==> src/hw/cbc_defines.vh <==
`ifndef CBC_DEFINES_VH
`define CBC_DEFINES_VH

// Register indices
`define CBC_IDX_OUT_ENABLE   8'h00
`define CBC_IDX_PLL_AMP      8'h01
`define CBC_IDX_SLEW         8'h02
`define CBC_IDX_FREQ_SEL     8'h03
`define CBC_IDX_RSVD_ONES    8'h04
`define CBC_IDX_REV_VENDOR   8'h05
`define CBC_IDX_DEV_CLASS    8'h06
`define CBC_IDX_READ_LEN     8'h07

// Field positions
`define CBC_POS_STRAP_HI     7
`define CBC_POS_STRAP_LO     6
`define CBC_POS_MODE_SW      5
`define CBC_POS_SW_MODE_HI   4
`define CBC_POS_SW_MODE_LO   3
`define CBC_POS_FREQ_EN      5
`define CBC_POS_RATE_HI      4
`define CBC_POS_RATE_LO      3
`define CBC_POS_FB_SLEW      0

// Writable bit masks, reserved bits read as shown by the fixed masks
`define CBC_MASK_PER_OUT     8'hDD
`define CBC_ONES_PLL_AMP     8'h04
`define CBC_ONES_FREQ_SEL    8'h06
`define CBC_MASK_READ_LEN    8'h1F

// Reset values
`define CBC_RST_OUT_ENABLE   8'hDD
`define CBC_RST_SLEW         8'hDD
`define CBC_RST_AMP          2'b10
`define CBC_RST_READ_LEN     5'h08
`define CBC_RSVD_VALUE       8'hFF

// Identity values, arbitrary
`define CBC_REVISION_CODE    4'h3
`define CBC_MAKER_CODE       4'h5
`define CBC_CLASS_CODE       2'b01
`define CBC_DEVICE_CODE      6'h2A

// Serial bus address, arbitrary
`define CBC_SLAVE_ADDR       7'h2A

`endif

==> src/hw/cbc_config_regs.v <==
// Behaviour
// A cleared per-output enable bit holds that output Low/Low whatever its enable pin says.
// Bits 7:6 of the loop-mode register read back the mode latched from the straps at power-up.
// Bit 5 picks the mode source: 0 uses the strap value, 1 uses the software bits 4:3.
// Software mode bits 4:3 have no effect while bit 5 is 0, and both reset to 0.
// Amplitude bits 1:0 select 0.6, 0.7, 0.8 or 0.9 V swing and reset to 10.
// Slew bits 7,6,4,3,2,0 drive outputs 5..0, 1 is fast, bits 5 and 1 are reserved, all reset fast.
// Bit 5 of the frequency register enables software frequency change and resets to 0.
// Rate bits 4:3 have no effect unless bit 5 is 1, and both reset to 0.
// Bit 0 of the frequency register sets the feedback output slew, 1 fast, reset fast.
// The reserved register at index 4 always reads all ones.
// Index 5 is read-only with the revision code in the upper and maker code in the lower nibble.
// Index 6 is read-only with a two-bit class code in 7:6 and a six-bit device code in 5:0.
// Bits 4:0 of index 7 set the block read length, reset 8, bits 7:5 reserved.
// A block write carries address, start index, byte count and data, each byte acknowledged.
// A block read sends the byte count first, then data, until the host answers not-acknowledge.
// Writes to read-only and reserved bits are ignored and their read values stay fixed.
`include "cbc_defines.vh"

module cbc_config_regs (
	// Clock, reset, enable
	input  wire       mclk_i,
	input  wire       rst_i,
	input  wire       ce_i,
	// Serial management bus
	input  wire       scl_i,
	input  wire       sda_i,
	output reg        sda_o,
	output reg        sda_oe_n_o,
	// Pins
	input  wire [1:0] strap_mode_i,
	input  wire [5:0] oe_n_pin_i,
	// Control outputs to the clock path
	output reg  [1:0] pll_mode_o,
	output reg  [1:0] amplitude_o,
	output reg  [5:0] slew_fast_o,
	output reg        fb_slew_fast_o,
	output reg        freq_sw_en_o,
	output reg  [1:0] freq_sel_o,
	output reg  [5:0] diff_out_en_o,
	output reg  [4:0] read_len_o
);

	////////////////////////////////////////////////////////////////////////////////
	// Input synchronisers and edge detect
	reg  [1:0] scl_sy_r;
	reg  [1:0] sda_sy_r;
	reg        scl_d_r;
	reg        sda_d_r;
	reg  [1:0] strap_s1_r;
	reg  [1:0] strap_s2_r;
	reg  [5:0] oe_s1_r;
	reg  [5:0] oe_s2_r;

	always @(posedge mclk_i) begin
		if (rst_i) begin
			scl_sy_r   <= 2'b11;
			sda_sy_r   <= 2'b11;
			scl_d_r    <= 1'b1;
			sda_d_r    <= 1'b1;
			oe_s1_r    <= 6'h00;
			oe_s2_r    <= 6'h00;
		end else if (ce_i) begin
			scl_sy_r   <= {scl_sy_r[0], scl_i};
			sda_sy_r   <= {sda_sy_r[0], sda_i};
			scl_d_r    <= scl_sy_r[1];
			sda_d_r    <= sda_sy_r[1];
			oe_s1_r    <= oe_n_pin_i;
			oe_s2_r    <= oe_s1_r;
		end
	end

	// Strap synchroniser runs through reset so the latch sees settled pins
	always @(posedge mclk_i) begin
		if (ce_i) begin
			strap_s1_r <= strap_mode_i;
			strap_s2_r <= strap_s1_r;
		end
	end

	wire scl_s    = scl_sy_r[1];
	wire sda_s    = sda_sy_r[1];
	wire scl_rise = scl_s & ~scl_d_r;
	wire scl_fall = ~scl_s & scl_d_r;
	wire start_ev = scl_s & scl_d_r & sda_d_r & ~sda_s;
	wire stop_ev  = scl_s & scl_d_r & ~sda_d_r & sda_s;

	////////////////////////////////////////////////////////////////////////////////
	// Register storage
	reg  [7:0] oe_bits_r;
	reg        strap_done_r;
	reg  [1:0] strap_lat_r;
	reg        mode_sw_r;
	reg  [1:0] sw_mode_r;
	reg  [1:0] amp_r;
	reg  [7:0] slew_r;
	reg        freq_en_r;
	reg  [1:0] rate_r;
	reg        fb_slew_r;
	reg  [4:0] rlen_r;

	// Read mux, reserved bits fixed
	function [7:0] rd_byte;
		input [7:0] idx;
		begin
			case (idx)
				`CBC_IDX_OUT_ENABLE: rd_byte = oe_bits_r & `CBC_MASK_PER_OUT;
				`CBC_IDX_PLL_AMP:    rd_byte = {strap_lat_r, mode_sw_r, sw_mode_r, 1'b0, amp_r}
				                         | `CBC_ONES_PLL_AMP;
				`CBC_IDX_SLEW:       rd_byte = slew_r & `CBC_MASK_PER_OUT;
				`CBC_IDX_FREQ_SEL:   rd_byte = {2'b00, freq_en_r, rate_r, 2'b00, fb_slew_r}
				                         | `CBC_ONES_FREQ_SEL;
				`CBC_IDX_RSVD_ONES:  rd_byte = `CBC_RSVD_VALUE;
				`CBC_IDX_REV_VENDOR: rd_byte = {`CBC_REVISION_CODE, `CBC_MAKER_CODE};
				`CBC_IDX_DEV_CLASS:  rd_byte = {`CBC_CLASS_CODE, `CBC_DEVICE_CODE};
				`CBC_IDX_READ_LEN:   rd_byte = {3'b000, rlen_r};
				default:             rd_byte = 8'h00;
			endcase
		end
	endfunction

	////////////////////////////////////////////////////////////////////////////////
	// Serial slave state machine
	localparam ST_IDLE  = 3'd0;
	localparam ST_RX    = 3'd1;
	localparam ST_RXACK = 3'd2;
	localparam ST_TX    = 3'd3;
	localparam ST_TXACK = 3'd4;

	localparam PH_ADDR  = 2'd0;
	localparam PH_INDEX = 2'd1;
	localparam PH_COUNT = 2'd2;
	localparam PH_DATA  = 2'd3;

	reg  [2:0] state_r;
	reg  [1:0] phase_r;
	reg  [3:0] bit_cnt_r;
	reg  [7:0] shift_r;
	reg  [7:0] index_r;
	reg  [7:0] wleft_r;
	reg        rd_dir_r;
	reg        first_r;
	reg        drive_r;

	wire [7:0] rx_byte = shift_r;
	wire [7:0] tx_next = first_r ? {3'b000, rlen_r} : rd_byte(index_r);

	always @(posedge mclk_i) begin
		if (rst_i) begin
			state_r      <= ST_IDLE;
			phase_r      <= PH_ADDR;
			bit_cnt_r    <= 4'h0;
			shift_r      <= 8'h00;
			index_r      <= 8'h00;
			wleft_r      <= 8'h00;
			rd_dir_r     <= 1'b0;
			first_r      <= 1'b0;
			drive_r      <= 1'b1;
			oe_bits_r    <= `CBC_RST_OUT_ENABLE;
			strap_done_r <= 1'b0;
			strap_lat_r  <= 2'b00;
			mode_sw_r    <= 1'b0;
			sw_mode_r    <= 2'b00;
			amp_r        <= `CBC_RST_AMP;
			slew_r       <= `CBC_RST_SLEW;
			freq_en_r    <= 1'b0;
			rate_r       <= 2'b00;
			fb_slew_r    <= 1'b1;
			rlen_r       <= `CBC_RST_READ_LEN;
		end else if (ce_i) begin
			// Straps caught once after reset release
			if (!strap_done_r) begin
				strap_done_r <= 1'b1;
				strap_lat_r  <= strap_s2_r;
			end
			if (stop_ev) begin
				state_r <= ST_IDLE;
				drive_r <= 1'b1;
			end else if (start_ev) begin
				state_r   <= ST_RX;
				phase_r   <= PH_ADDR;
				bit_cnt_r <= 4'h0;
				drive_r   <= 1'b1;
			end else begin
				case (state_r)
					ST_RX: begin
						if (scl_rise) begin
							shift_r   <= {shift_r[6:0], sda_s};
							bit_cnt_r <= bit_cnt_r + 4'h1;
						end else if (scl_fall && bit_cnt_r == 4'h8) begin
							bit_cnt_r <= 4'h0;
							state_r   <= ST_RXACK;
							drive_r   <= 1'b0;
							case (phase_r)
								PH_ADDR: begin
									if (rx_byte[7:1] != `CBC_SLAVE_ADDR) begin
										state_r <= ST_IDLE;
										drive_r <= 1'b1;
									end
									rd_dir_r <= rx_byte[0];
									first_r  <= 1'b1;
									phase_r  <= rx_byte[0] ? PH_DATA : PH_INDEX;
								end
								PH_INDEX: begin
									index_r <= rx_byte;
									phase_r <= PH_COUNT;
								end
								PH_COUNT: begin
									wleft_r <= rx_byte;
									phase_r <= PH_DATA;
								end
								default: begin
									if (wleft_r != 8'h00) begin
										wleft_r <= wleft_r - 8'h01;
										index_r <= index_r + 8'h01;
										case (index_r)
											`CBC_IDX_OUT_ENABLE: oe_bits_r <= rx_byte & `CBC_MASK_PER_OUT;
											`CBC_IDX_PLL_AMP: begin
												mode_sw_r <= rx_byte[`CBC_POS_MODE_SW];
												sw_mode_r <= rx_byte[`CBC_POS_SW_MODE_HI:`CBC_POS_SW_MODE_LO];
												amp_r     <= rx_byte[1:0];
											end
											`CBC_IDX_SLEW: slew_r <= rx_byte & `CBC_MASK_PER_OUT;
											`CBC_IDX_FREQ_SEL: begin
												freq_en_r <= rx_byte[`CBC_POS_FREQ_EN];
												rate_r    <= rx_byte[`CBC_POS_RATE_HI:`CBC_POS_RATE_LO];
												fb_slew_r <= rx_byte[`CBC_POS_FB_SLEW];
											end
											`CBC_IDX_READ_LEN: rlen_r <= rx_byte[4:0];
											default: ;
										endcase
									end
								end
							endcase
						end
					end
					ST_RXACK: begin
						if (scl_fall) begin
							if (phase_r == PH_DATA && rd_dir_r) begin
								// Count byte goes out first
								state_r   <= ST_TX;
								drive_r   <= tx_next[7];
								shift_r   <= {tx_next[6:0], 1'b0};
								bit_cnt_r <= 4'h1;
								first_r   <= 1'b0;
							end else begin
								state_r <= ST_RX;
								drive_r <= 1'b1;
							end
						end
					end
					ST_TX: begin
						if (scl_fall) begin
							if (bit_cnt_r == 4'h8) begin
								state_r <= ST_TXACK;
								drive_r <= 1'b1;
							end else begin
								drive_r   <= shift_r[7];
								shift_r   <= {shift_r[6:0], 1'b0};
								bit_cnt_r <= bit_cnt_r + 4'h1;
							end
						end
					end
					ST_TXACK: begin
						if (scl_rise && sda_s) begin
							state_r <= ST_IDLE;
						end else if (scl_fall) begin
							state_r   <= ST_TX;
							drive_r   <= tx_next[7];
							shift_r   <= {tx_next[6:0], 1'b0};
							bit_cnt_r <= 4'h1;
							index_r   <= index_r + 8'h01;
						end
					end
					default: begin
						state_r <= ST_IDLE;
						drive_r <= 1'b1;
					end
				endcase
			end
		end
	end

	////////////////////////////////////////////////////////////////////////////////
	// Registered outputs
	wire [5:0] oe_per_out   = {oe_bits_r[7], oe_bits_r[6], oe_bits_r[4],
	                           oe_bits_r[3], oe_bits_r[2], oe_bits_r[0]};
	wire [5:0] slew_per_out = {slew_r[7], slew_r[6], slew_r[4],
	                           slew_r[3], slew_r[2], slew_r[0]};

	always @(posedge mclk_i) begin
		if (rst_i) begin
			sda_o          <= 1'b0;
			sda_oe_n_o     <= 1'b1;
			pll_mode_o     <= 2'b00;
			amplitude_o    <= `CBC_RST_AMP;
			slew_fast_o    <= 6'h3F;
			fb_slew_fast_o <= 1'b1;
			freq_sw_en_o   <= 1'b0;
			freq_sel_o     <= 2'b00;
			read_len_o     <= `CBC_RST_READ_LEN;
		end else if (ce_i) begin
			sda_o          <= 1'b0;
			sda_oe_n_o     <= drive_r;
			pll_mode_o     <= mode_sw_r ? sw_mode_r : strap_lat_r;
			amplitude_o    <= amp_r;
			slew_fast_o    <= slew_per_out;
			fb_slew_fast_o <= fb_slew_r;
			freq_sw_en_o   <= freq_en_r;
			freq_sel_o     <= freq_en_r ? rate_r : 2'b00;
			read_len_o     <= rlen_r;
		end
	end

	genvar g;
	generate
		for (g = 0; g < 6; g = g + 1) begin : g_out_en
			always @(posedge mclk_i) begin
				if (rst_i) begin
					diff_out_en_o[g] <= 1'b0;
				end else if (ce_i) begin
					diff_out_en_o[g] <= oe_per_out[g] & ~oe_s2_r[g];
				end
			end
		end
	endgenerate

endmodule // cbc_config_regs

==> config.mk <==
export PLATFORM = sky130hd
export DESIGN_NAME = cbc_config_regs
export DESIGN_NICKNAME = d
export VERILOG_FILES = /design/src/hw/cbc_config_regs.v
export VERILOG_INCLUDE_DIRS = /design/src /design/src/hw
export SDC_FILE = /design/constraint.sdc
export NUM_CORES = 1
export LEC_CHECK = 0
export BUFFER_PORTS_ARGS = -buffer_cell sky130_fd_sc_hd__clkbuf_2
export CORE_UTILIZATION = 39
export DETAILED_ROUTE_END_ITERATION = 12
export GPL_ROUTABILITY_DRIVEN = 0
export PLACE_DENSITY_LB_ADDON = 0.1
export SETUP_SLACK_MARGIN = 0.15
export SLEW_MARGIN = 5
export SYNTH_ARGS = -nofsm -noshare
export SYNTH_HDL_FRONTEND = slang
export SYNTH_SLANG_ARGS = --single-unit
==> constraint.sdc <==
create_clock -name mclk_i -period 2.8 [get_ports mclk_i]
set_clock_uncertainty 0.1 [all_clocks]
set_input_delay 0 -clock mclk_i [delete_from_list [all_inputs] [get_ports mclk_i]]
set_output_delay 0 -clock mclk_i [all_outputs]
set_load 0.01 [all_outputs]
After elaboration in Yosys (flattened, before gate mapping)

Cells that the tools add are included.
W data, S select, Z words.

Equal/unequal tests: 44
Bitwise logic cells: 29
Add/sub/neg operators: 3
Muxes and demuxes: 69
Reductions and logical operators: 32

Operators with widths:

| cell                  | count |
|---|---|
| $mux W8               | 14 |
| $pmux W8 S8           | 1 |
| $reduce_and A9 Y1     | 6 |
| $pmux W8 S2           | 3 |
| $mux W4               | 9 |
| $eq A8 B3 Y1 const B  | 4 |
| $ne A4 B4 Y1 const B  | 8 |
| $pmux W8 S4           | 1 |
| $mux W3               | 9 |
| $reduce_and A7 Y1     | 3 |
| $mux W2               | 10 |
| $ne A2 B2 Y1 const B  | 10 |
| $reduce_and A10 Y1    | 2 |
| $ne A3 B3 Y1 const B  | 6 |
| $mux W1               | 17 |
| $eq A8 B2 Y1 const B  | 2 |
| $not A1 Y1            | 16 |
| $pmux W4 S4           | 1 |
| $and A1 B1 Y1         | 13 |
| $pmux W3 S4           | 1 |
| $reduce_and A11 Y1    | 1 |
| $reduce_bool A2 Y1    | 5 |
| $add A8 B1 Y8 const B | 1 |
| $eq A8 B1 Y1 const B  | 1 |
| other kinds (26)      | 33 |

Register bits after elaboration: 113
Bits of input ports: 13
Output and inout port bits: 27

Logic depth before layout (Yosys ltp)

Word-level depth: 8
Depth in mapped cells: 8
Gate-level depth less buffers: 7

Least setup slack after synthesis

No wires, ideal clock.

Path kind: reg2reg
Start point: register index_r[0]
End point: register shift_r[2] (netlist: rx_byte[2])
Buffers on the path: 1
Clock period less this slack: 2.108 ns
Setup time: 0.136 ns
Setup slack: 0.692 ns
Data required time: 2.564 ns
Stages on the path, launching flop included: 9
Arrival: 1.873 ns
Cells stage by stage: dfxtp_1 > inv_1 > ha_1 > clkbuf_1 > or3b_2 > a22oi_1 > nor2_1 > a221oi_1 > a211oi_1

Word-level cells in the longest chain between the ends: 6
Elaborated cells between the ends (all ways): 15
Those cells by class: 7 x eq/ne; 7 x mux; 1 x reduce/logical

Ends and longest elaborated chain:

| item                                       | RTL line                                     | text |
|---|---|---|
| start: declaration                         | cbc_config_regs.v:139                        | `reg [7:0] index_r;` |
| start signal: assignment                   | cbc_config_regs.v:205                        | `index_r <= rx_byte;` |
| start signal: assignment                   | cbc_config_regs.v:215                        | `index_r <= index_r + 8'h01;` |
| start signal: assignment                   | cbc_config_regs.v:272                        | `index_r <= index_r + 8'h01;` |
| $eq A8 B3 Y1, or another cell as far along | cbc_config_regs.v:106                        | `case (idx)` |
| $pmux W8 S8 (*)                            | cbc_config_regs.v:106                        |  |
| $mux W8 (*)                                | cbc_config_regs.v:146                        | `wire [7:0] tx_next = first_r ? {3'b000, rlen_r} : rd_byte(index_r);` |
| $mux W8, on equally long branches          | cbc_config_regs.v:267, cbc_config_regs.v:239 |  |
| $mux W8, on equally long branches          | cbc_config_regs.v:265, cbc_config_regs.v:238 |  |
| $pmux W8 S4 (*)                            | cbc_config_regs.v:185                        | `case (state_r)` |
| end signal: assignment                     | cbc_config_regs.v:188                        | `shift_r <= {shift_r[6:0], sda_s};` |
| end signal: assignment                     | cbc_config_regs.v:259                        | `shift_r <= {shift_r[6:0], 1'b0};` |
| end signal: assignment                     | cbc_config_regs.v:270                        | `shift_r <= {tx_next[6:0], 1'b0};` |
| end: declaration                           | cbc_config_regs.v:138                        | `reg [7:0] shift_r;` |

Mark *: on every way between the ends. The rest lies on a longest branch, timed or not. The select of a mux whose other input is x is not followed.
A chain may end at the register's enable or synchronous reset.

Worst setup path in the final report

Start point: register state_r[0]
End point: register wleft_r[0]

Word-level cells in the longest chain between the ends: 2

Ends and longest elaborated chain:

| item                        | RTL line              | text |
|---|---|---|
| start: declaration          | cbc_config_regs.v:135 | `reg [2:0] state_r;` |
| start signal: assignment    | cbc_config_regs.v:150 | `state_r <= ST_IDLE;` |
| start signal: assignment    | cbc_config_regs.v:177 | `state_r <= ST_IDLE;` |
| start signal: assignment    | cbc_config_regs.v:180 | `state_r <= ST_RX;` |
| $eq A3 B1 Y1                | cbc_config_regs.v:185 |  |
| $reduce_and A8 Y1 (no line) | --                    |  |
| end signal: assignment      | cbc_config_regs.v:209 | `wleft_r <= rx_byte;` |
| end signal: assignment      | cbc_config_regs.v:214 | `wleft_r <= wleft_r - 8'h01;` |
| end: declaration            | cbc_config_regs.v:140 | `reg [7:0] wleft_r;` |

No other way between the ends.

==> out/qor.csv <==
stage;metric;value;unit
logic_synthesis;synth_most_common_cell;dfxtp_1;
drt;drt_iter0_drc;346;
floorplan;fp-row-count;43;
finish;n_fill_cell;1360;
logic_synthesis;yosysTopAreaCell;dfxtp_1;
floorplan;die_area;14830;um2
finish;stdcell_area;6628;um2
sta;worst_pin_slew;678.9;ps
global_routing;antenna_found_initial;0;
finish;register_area;2302;um2
floorplan;io-pin-count;40;
global_routing;grt_overflow;0;
drt;wl_per_cell;16.62;um
logic_synthesis;async_flop_share;0;
critical_path;crit_fanout;12;
global_routing;grt_pass1_wl;23890;um
floorplan;initial_core_util;0.4015;
critical_path;r2r_setup_slack;390;ps
finish;stdcell_count;877;
floorplan;die_h;121.8;um
logic_synthesis;yosys_warnings;0;
place;io_buffers;38;
sta;fmax;414.8;MHz
clocking;clk_latency;410;ps
sta;rsz0062_at_grt;no;
logic_synthesis;ys.flop_type;dfxtp_1;
global_routing;grt_pass1_vias;4562;
logic_synthesis;synth_common_cells;109 x dfxtp_1, 85 x nor2_1, 66 x mux2i_1, 59 x nand2_1, 48 x a21oi_1;
critical_path;end_kind;flop;
place;place_hpwl;10140;um
power;pwr-share-comb;0.039;
power;seqPwrFrac;0.417;
finish;diodes;0;
drt;ant_nets;0;
power;internal-power;0.003046;W
clocking;cts_num_sinks;113;
finish;drive_gt1_frac;0.1420;
global_routing;track_usage;0.2096;
sta;holdWs;112.7;ps
critical_path;critPathLaunchType;flop;
run;cap_viol_max_count;0;
power;clockPowerShare;0.544;
clocking;tritoncts;done;
drt;drc_errors;0;
clocking;clk_transition_reported_paths;60;ps
place;dpl_cell_area;5919;um2
logic_synthesis;synth_top_area_share;0.3901;
sta;post-route-min-period;2411;ps
sta;setup_viol;0;
sta;slew_headroom;0.5474;
power;netSwitchingPower;0.0009382;W
logic_synthesis;avgSynthCellArea;8.606;um2
critical_path;critPathMaxStageDelay;520;ps
min_path;hp-class;in -> reg;
floorplan;core;13930;um2
drt;routed_wl;14570;um
drt;vias;4880;
floorplan;fp.dieW;121.8;um
sta;finalHoldViolCount;0;
clocking;root_buffer;clkbuf_16;
logic_synthesis;synth_edf_count;4;
critical_path;required;3030;ps
clocking;ctsResizeCount;0;
critical_path;criticalPathCategory;reg -> reg;
logic_synthesis;synth_fp_nets;674;
critical_path;path_cells;or3b_1 > nor3_4 > o311ai_4 > or3_1 > a31oi_1;
clocking;clock_path_buffers;2;
logic_synthesis;ys_ff_latch;113;
finish;nets;708;
finish;syn_to_final_growth;18.47;%
sta;final_max_slew_viol_count;0;
drt;dr.pass1.iters;5;
place;dp.cells;834;
logic_synthesis;synth.area.top_cells;dfxtp_1 39%, mux2i_1 12%, nor2_1 5.7%, a21oi_1 4.3%, nand2_1 4.0%;
power;switching_share;0.2355;
logic_synthesis;yosysSeqAreaShare;0.4115;
critical_path;crit_path_top_delay_cell;dfxtp_1;
logic_synthesis;yosysUniqueCellTypes;72;
power;p_leak;2.742;nW
clocking;cts_htree_levels;4;
status;outcome;finished clean;
power;pwr_density_cell;601.2;nW/um2
sta;tns;0;ps
logic_synthesis;syn_inst;650;
clocking;cts_made_buffers;17;
critical_path;cp.arrival;2640;ps
power;vdd_drop_max;0.0006267;V
clocking;cts_setup_buffers;0;
sta;finalCritPeriodShare;0.8611;
drt;viasPerCell;5.564;
finish;multi_input_area;3055;um2
global_routing;grt_max_degree;68;
logic_synthesis;syn_area;5594;um2
-- layout make-up --
cell class / count / share of cell area
clock buffer: 17 / 0.06419
inverter: 13 / 0.007363
tap: 180 / 0.03398
timing repair buffer: 62 / 0.06003
clock inverter: 15 / 0.02605
multi-input combinational: 477 / 0.4610
sequential: 113 / 0.3474
-- state kept, by name, indices dropped and copies added, names as in the netlist, 3 cells and up --
name           cells
state_r            3
rlen_r             5
bit_cnt_r          4
index_r            8
slew_r             6
oe_s2_r            6
read_len_o         5
oe_bits_r          6
rx_byte            8
diff_out_en_o      6
wleft_r            8
slew_fast_o        6
oe_s1_r            6
-- cells in the final DEF, fill, tap and decap left out, types with 8 or more instances in the layout --
cell	synthesis	routed
nand2b_1	19	19
nor3_1	8	8
o21ai_0	27	27
inv_1	13	13
nand3_1	24	24
dlygate4sd3_1	0	11
buf_4	1	13
a211oi_1	8	8
dfxtp_1	109	109
nor2_1	85	85
clkbuf_2	0	36
nand2_1	59	59
nand3b_1	10	10
and3_1	8	8
clkbuf_16	0	17
a21oi_1	48	48
ha_1	11	11
mux2i_1	66	66
-- worst max-delay path, delay by kind of cell, from the launching register on --
| family | cells | cell delay, ps |
|---|---|---|
| simple gates | 3 | 1300 |
| compound gates | 2 | 410 |
| flops | 1 | 520 |
-- layer usage --
metal  track usage  wire (um)  up-vias
met3       0.05056        703       12
li1              -          -     2411
met2        0.3506       7112      130
met5             0          0        -
met1        0.2698       6622     2327
met4       0.05015        135        0
-- power by group through the flow --
stage | sequential (W) | clock, W | combinational [W]
global placement | 0.00170 | 0 | 0.000145
finish | 0.00166 | 0.00217 | 0.000157
detailed placement | 0.00170 | 0 | 0.000146
CTS | 0.00166 | 0.00222 | 0.000158
floorplan | 0.00169 | 0 | 0.000105
global route | 0.00166 | 0.00230 | 0.000172
-- path summary, 6_finish.rpt --
path                      start            end  cells after the start
hold / removal             ce_i   strap_done_r                      4
setup reg to reg     state_r[0]     wleft_r[0]                      5
hold reg to reg   strap_s1_r[0]  strap_s2_r[0]                      0
setup / recovery     state_r[0]     wleft_r[0]                      5
-- metrics by stage --
step / util / setup slack, ps / power [W]
global route: 0.4756 / 198.6 / 0.004140
floorplan: - / 691.5 / 0.001798
CTS: 0.4756 / 412.0 / 0.004044
detailed placement: 0.4248 / 433.3 / 0.001842
finish: 0.4756 / 388.9 / 0.003985
global placement: 0.4248 / 448.2 / 0.001840
-- timing repair --
item | in CTS | in global routing
hold endpoints to repair | 18 | 0
endpoints found under the setup margin | 0 | 0
hold buffers | 11 | 0
-- kinds of logic after synthesis --
kind of cell / synth area share
simple gates: 0.2239
compound gates: 0.1738
flops: 0.4115
mux: 0.1201
buf+inv: 0.04227
fa+ha+maj: 0.02460
xor+xnor: 0.003132
other cells: 0.0006703
Note: power is estimated with default switching activity, not from simulation.
